[src/rtl/rdl3_pkg.sv]
// Purpose: constants and carriers for the lane-3 configuration register pair
// Assumes: byte-wide register access from the serial interface logic
// Notes:   offsets are the register addresses seen by the serial host
package rdl3_pkg;
  localparam logic [7:0] RDL3_CTRL_OFS   = 8'h0B;
  localparam logic [7:0] RDL3_ENA_OFS    = 8'h0C;
  localparam logic [7:0] RDL3_CTRL_RST   = 8'h00;
  localparam logic [7:0] RDL3_ENA_RST    = 8'h00;
  localparam logic [7:0] RDL3_ENA_WMASK  = 8'h07;
  localparam int         RDL3_EQ_LSB     = 4;
  localparam int         RDL3_TXG_BIT    = 3;
  localparam int         RDL3_EQG_BIT    = 2;
  localparam int         RDL3_RXG_LSB    = 0;
  localparam int         RDL3_PEAK_BIT   = 2;
  localparam int         RDL3_EQOFF_BIT  = 1;
  localparam int         RDL3_DRVOFF_BIT = 0;
  localparam logic [1:0] RDL3_RXG_LOW    = 2'h0;
  localparam logic [1:0] RDL3_RXG_MID    = 2'h1;
  localparam logic [1:0] RDL3_RXG_RESERVED_BIT   = 2'h2;
  localparam logic [1:0] RDL3_RXG_HIGH   = 2'h3;

  // one-hot receive gain selection for the analog lane, all zero for the reserved code
  typedef struct packed {
    logic high;
    logic mid;
    logic low;
  } rdl3_rxg_t;

  // analog lane controls
  typedef struct packed {
    logic [2:0] equalizer_strength;
    logic       transmit_dc_gain;
    logic       equalizer_dc_gain_select;
    rdl3_rxg_t  rx_gain;
    logic       rx_gain_reserved;
    logic       driver_peaking_on;
    logic       equalizer_stage_off;
    logic       driver_stage_off;
  } rdl3_lane_t;
endpackage

[src/rtl/rdl3_regs.sv]
// Function
// RULE1: bits 6..4 of the control register hold equalizer strength, 000 weakest and 111 strongest.
// RULE2: control bit 3 picks transmit dc gain, 0 gives 0 dB and 1 gives 6 dB.
// RULE3: control bit 2 picks equalizer dc gain, 0 gives -6 dB and 1 gives unity.
// RULE4: control bits 1..0 stand in for the receive gain strap: 00 low, 01 mid, 11 high.
// RULE5: receive gain code 10 is stored as written but decoded as reserved, selecting no gain.
// RULE6: control bit 7 is a read-write reserved bit with no function, reset to zero.
// RULE7: enable bit 2 turns on 6 dB of driver peaking when one.
// RULE8: enable bit 1 is an active-low equalizer stage enable, one turns the stage off.
// RULE9: enable bit 0 is an active-low driver stage enable, one turns the driver off.
// RULE10: enable bits 7..3 read zero and ignore writes.
// RULE11: reset clears both registers to zero.
// RULE12: the registers are the serial configuration path; straps act when no host is there.
// RULE13: the host should set control bit 2 so output amplitude matches input amplitude.
//
// Purpose: lane-3 control and enable registers of a four-lane linear redriver
// Assumes: i_wr_en and i_rd_en are one-cycle strobes from the serial interface logic
// Notes:   read data is registered, valid one cycle after i_rd_en
module rdl3_regs
  import rdl3_pkg::*;
(
  input  wire logic       i_clk_sys,
  input  wire logic       i_resetn,
  input  wire logic [7:0] i_addr,
  input  wire logic       i_wr_en,
  input  wire logic [7:0] i_wr_data,
  input  wire logic       i_rd_en,
  input  wire logic       i_host_present,
  input  wire logic [1:0] i_rx_gain_strap,
  output rdl3_lane_t      o_lane,
  output logic [7:0]      o_rd_data,
  output logic            o_rd_valid
);

  logic [7:0] ctrl_r;
  logic [7:0] ctrl_nxt;
  logic [7:0] ena_r;
  logic [7:0] ena_nxt;
  logic [7:0] rd_data_r;
  logic [7:0] rd_data_nxt;
  logic       rd_valid_r;
  logic       rd_valid_nxt;
  rdl3_lane_t lane_r;
  rdl3_lane_t lane_nxt;
  logic [1:0] rxg_code;

  // decode a two-bit receive gain code; 10 selects nothing
  function automatic rdl3_rxg_t rxg_decode(input logic [1:0] code);
    rdl3_rxg_t g;
    g = '0;
    case (code)
      RDL3_RXG_LOW:  g.low  = 1'b1;
      RDL3_RXG_MID:  g.mid  = 1'b1;
      RDL3_RXG_HIGH: g.high = 1'b1;
      default:       g      = '0; // RULE5
    endcase
    return g;
  endfunction

  // register writes; all control bits are plain storage
  always_comb begin
    ctrl_nxt = ctrl_r;
    ena_nxt  = ena_r;
    if (i_wr_en && i_addr == RDL3_CTRL_OFS) begin
      ctrl_nxt = i_wr_data; // RULE1 RULE2 RULE3 RULE4 RULE6
    end else if (i_wr_en && i_addr == RDL3_ENA_OFS) begin
      ena_nxt = i_wr_data & RDL3_ENA_WMASK; // RULE10
    end
  end

  // read mux; unmapped addresses read zero
  always_comb begin
    rd_valid_nxt = i_rd_en;
    rd_data_nxt  = rd_data_r;
    if (i_rd_en) begin
      if (i_addr == RDL3_CTRL_OFS) begin
        rd_data_nxt = ctrl_r;
      end else if (i_addr == RDL3_ENA_OFS) begin
        rd_data_nxt = ena_r; // RULE10
      end else begin
        rd_data_nxt = 8'h00;
      end
    end
  end

  // strap wins only when no serial host configures the lane
  assign rxg_code = i_host_present ? ctrl_r[RDL3_RXG_LSB +: 2] : i_rx_gain_strap; // RULE12

  // lane outputs follow the stored bits one cycle later, keeping them glitch-free
  always_comb begin
    lane_nxt                          = '0;
    lane_nxt.equalizer_strength       = ctrl_r[RDL3_EQ_LSB +: 3]; // RULE1
    lane_nxt.transmit_dc_gain         = ctrl_r[RDL3_TXG_BIT]; // RULE2
    lane_nxt.equalizer_dc_gain_select = ctrl_r[RDL3_EQG_BIT]; // RULE3
    lane_nxt.rx_gain                  = rxg_decode(rxg_code); // RULE4
    lane_nxt.rx_gain_reserved         = (rxg_code == RDL3_RXG_RESERVED_BIT); // RULE5
    lane_nxt.driver_peaking_on        = ena_r[RDL3_PEAK_BIT]; // RULE7
    lane_nxt.equalizer_stage_off      = ena_r[RDL3_EQOFF_BIT]; // RULE8
    lane_nxt.driver_stage_off         = ena_r[RDL3_DRVOFF_BIT]; // RULE9
  end

  // state registers
  always_ff @(posedge i_clk_sys or negedge i_resetn) begin
    if (!i_resetn) begin
      ctrl_r     <= RDL3_CTRL_RST; // RULE11
      ena_r      <= RDL3_ENA_RST; // RULE11
      rd_data_r  <= 8'h00;
      rd_valid_r <= 1'b0;
      lane_r     <= '0;
    end else begin
      ctrl_r     <= ctrl_nxt;
      ena_r      <= ena_nxt;
      rd_data_r  <= rd_data_nxt;
      rd_valid_r <= rd_valid_nxt;
      lane_r     <= lane_nxt;
    end
  end

  assign o_lane     = lane_r;
  assign o_rd_data  = rd_data_r;
  assign o_rd_valid = rd_valid_r;
endmodule

[config.mk]
export PLATFORM = sky130hd
export DESIGN_NAME = rdl3_regs
export DESIGN_NICKNAME = d
export VERILOG_FILES = /design/src/rtl/rdl3_pkg.sv /design/src/rtl/rdl3_regs.sv
export SDC_FILE = /design/constraint.sdc
export NUM_CORES = 1
export LEC_CHECK = 0
export BUFFER_PORTS_ARGS = -buffer_cell sky130_fd_sc_hd__buf_2
export CAP_MARGIN = 20
export CORE_MARGIN = 8
export CORE_UTILIZATION = 35
export CTS_CLUSTER_DIAMETER = 40
export CTS_CLUSTER_SIZE = 20
export DETAILED_ROUTE_END_ITERATION = 6
export GPL_TIMING_DRIVEN = 0
export PLACE_DENSITY = 0.68
export SETUP_SLACK_MARGIN = 0.1
export SYNTH_ARGS = -nofsm -noshare
export SYNTH_HDL_FRONTEND = slang
export SYNTH_SLANG_ARGS = --single-unit
[constraint.sdc]
create_clock -name i_clk_sys -period 0.95 [get_ports i_clk_sys]
set_input_delay 0.095 -clock i_clk_sys [delete_from_list [all_inputs] [get_ports i_clk_sys]]
set_output_delay 0.095 -clock i_clk_sys [all_outputs]
set_load 0.05 [all_outputs]
==> qor.yml <==
fp.dieW_microns: 74.77
p_total_w: 0.002546
drive_above_1_share_pct: 61.81
path_class: "flop to primary output"
drv_cap: 0
grt_max_degree: 33
crit_chain: "buf_6"
worstPathMaxFanout: 2
syn_area_per_cell_sq_um: 14.56
grt_use_total_pct: 11.10
cts_root_buf: "clkbuf_4"
numCtsBuffers: 5
port_buffers: 42
ir_drop_v: 0.0005963
postCtsHoldBufs: 6
clk_pin_slew_ns: 0.10
tns_ns: -0.5827
cts_sinks: 32
yosys.cell_types.count: 22
fin_crit_sh_pct: 107.3
grt_pass1_wl_microns: 4609
rsz0062_at_grt: "true"
worstSkewPairLatency_ns: 0.33
seq_power_share_pct: 56.7
critPathBufInv: 1
viasPerCell: 4.779
cp_num_cells: 1
violations: "negative hold slack, negative setup slack"
netlist_top_cells_area: "dfrtp_1, mux2_2, a22o_1"
hpwl_microns: 2041
synthesis.nets: 106
fin_nets: 166
fillCellCount: 289
worstPathArrival_ns: 0.92
design_area_sq_um: 1897
remaining_drc_errors: 0
ant_nets: 0
synth_top_area_share_pct: 66.25
max_clock_freq_mhz: 981.2
die-area_sq_um: 5590
slew_violations: 0
antenna_found_initial: 0
status: "complete, but fails checks"
wire_per_inst_microns: 15.75
max_slew_margin_pct: 54.48
drt-total-wl_microns: 2993
finalHoldViolations: 32
multiInputGateArea_sq_um: 469.2
period_minus_slack_ns: 1.019
p_per_area_nw_per_um2: 1342
grt_pass1_vias: 975
seq_area_frac_synth_pct: 66.25
slowest_stage: "dfrtp_2"
power.switching_w: 0.0006781
area_delta_synth_final_pct: 56.94
worst_setup_path_end_kind: "primary output"
whs_ns: -0.2067
cts_buffer_depth: 2
critPathTopFamily: "flip-flops"
p_int_w: 0.001868
clock_skew_ns: 0.01203
hp-class: "input pin to async pin"
power_frac_comb_pct: 14.9
p_leak_nw: 0.8884
ios: 44
worst_pin_slew_ns: 0.6828
yosysWarnings: 0
core_sq_um: 3337
utilization_pct: 56.84
drt-initial-drc-count: 42
synthCells: 83
via_count: 908
regArea_sq_um: 810.8
synth_seq_cells: 32
antenna_cells: 0
core.rowCount: 21
drtPass1Iterations: 3
r2r_cells: 3
synth_area_leader_cell: "dfrtp_1"
finalWorstSetupSlack_ns: -0.06915
gp_congestion: 0.7807
syn_area_sq_um: 1209
required_ns: 0.85
slowest_delay_ns: 0.43
p_sw_share_pct: 26.63
clkPwrFrac_pct: 28.4
initial_core_util_pct: 36.22
grt_overflow: 0
placed_cell_area_sq_um: 1516
die_y_microns: 74.77
critPathLaunchType: "flop"
cts_tree: "built"
setup_violations: 20
htreeDepth: 2
-- synthesized netlist by cell type --
master / count
nand2_1: 1
a22o_1: 5
and3_1: 1
o21ai_0: 4
and3_2: 1
nor4b_1: 1
nand4_1: 1
a32o_1: 1
nor2_1: 2
nor3_1: 1
a31o_2: 2
nand3_1: 2
mux2_2: 11
dfrtp_1: 32
inv_1: 4
nor4b_4: 1
nor3b_1: 3
and4bb_2: 1
a41oi_1: 3
clkbuf_1: 2
buf_6: 1
nor2b_1: 3
-- path summary, 6_finish.rpt --
path / from / to / slack [ns]
max in group asynchronous: i_resetn / o_rd_data[1]$_DFFE_PN0P_ / 0.67
worst min-delay path: i_resetn / o_rd_data[5]$_DFFE_PN0P_ / -0.21
min in group i_clk_sys: i_wr_data[2] / ctrl_r[2]$_DFFE_PN0P_ / 0.02
worst max register to register: o_rd_data[2]$_DFFE_PN0P_ / o_rd_data[2]$_DFFE_PN0P_ / 0.04
worst max-delay path: o_rd_data[4]$_DFFE_PN0P_ / o_rd_data[4] / -0.07
worst min register to register: ctrl_r[3]$_DFFE_PN0P_ / o_lane[8]$_DFF_PN0_ / 0.41
-- power by group through the flow --
stage	registers [W]	logic, W	clock network (W)
final	0.00144	0.000379	0.000724
after global routing	0.00145	0.000405	0.000792
after CTS	0.00144	0.000366	0.000736
after detailed placement	0.00146	0.000296	0
after global placement	0.00146	0.000288	0
after floorplan	0.00155	0.0000721	0
-- metrics by stage --
step	hold WS [ns]	instances	setup slack, ns
finish	-0.2067	190	-0.06915
global route	-0.1574	190	-0.09693
CTS	-0.1972	188	-0.06931
detailed placement	0.1677	171	-0.5172
global placement	0.1555	171	-0.4851
floorplan	-0.2006	83	-0.2576
-- layer usage --
| metal | part of all wire [%] | global-route usage [%] |
|---|---|---|
| met4 | 2.0 | 6.522 |
| met2 | 50 | 18.39 |
| met3 | 5.3 | 2.929 |
| met5 | 0 | 0 |
| met1 | 42 | 12.56 |
-- cell type report --
class | instances | share of cell area (%)
multi-input cells | 44 | 24.74
inverters | 4 | 0.7916
clock buffers | 7 | 2.375
plain buffers | 3 | 1.517
well taps | 46 | 3.034
repair buffers | 53 | 24.54
clock inverters | 1 | 0.2639
flip-flops and latches | 32 | 42.74
-- sequential cells by signal, summed over array words and instances, names as in the netlist --
name	flops
ctrl_r	8
ena_r	3
o_lane	12
o_rd_data	8
o_rd_valid	1
-- what timing repair did --
item / in CTS / in global routing
hold endpoints to repair: 38 / 32
pin swaps: 3 / 3
buffers inserted: 3 / 2
resized for setup: 54 / 9
endpoints found under the setup margin: 32 / 40
-- layout by cell type (no fill, tap or decap), drive strengths merged --
cell and n:
mux2 11, dfrtp 32, a22o 5, buf 48
nand2 1, nand3 2, clkbuf 9, a31o 2
a41oi 3, nor2b 3, nor3b 3, nor2 2
a32o 1, and3 2, clkinv 1, nand4 1
nor3 1, nor4b 2, inv 4, dlygate4sd3 6
and4bb 1, o21ai 4
-- kinds of logic after synthesis --
group / synth area share (%)
compound gates: 9.731
simple gates: 10.97
buf+inv: 2.795
mux: 10.25
flops: 66.25
Power figures use the tool's default switching activity.
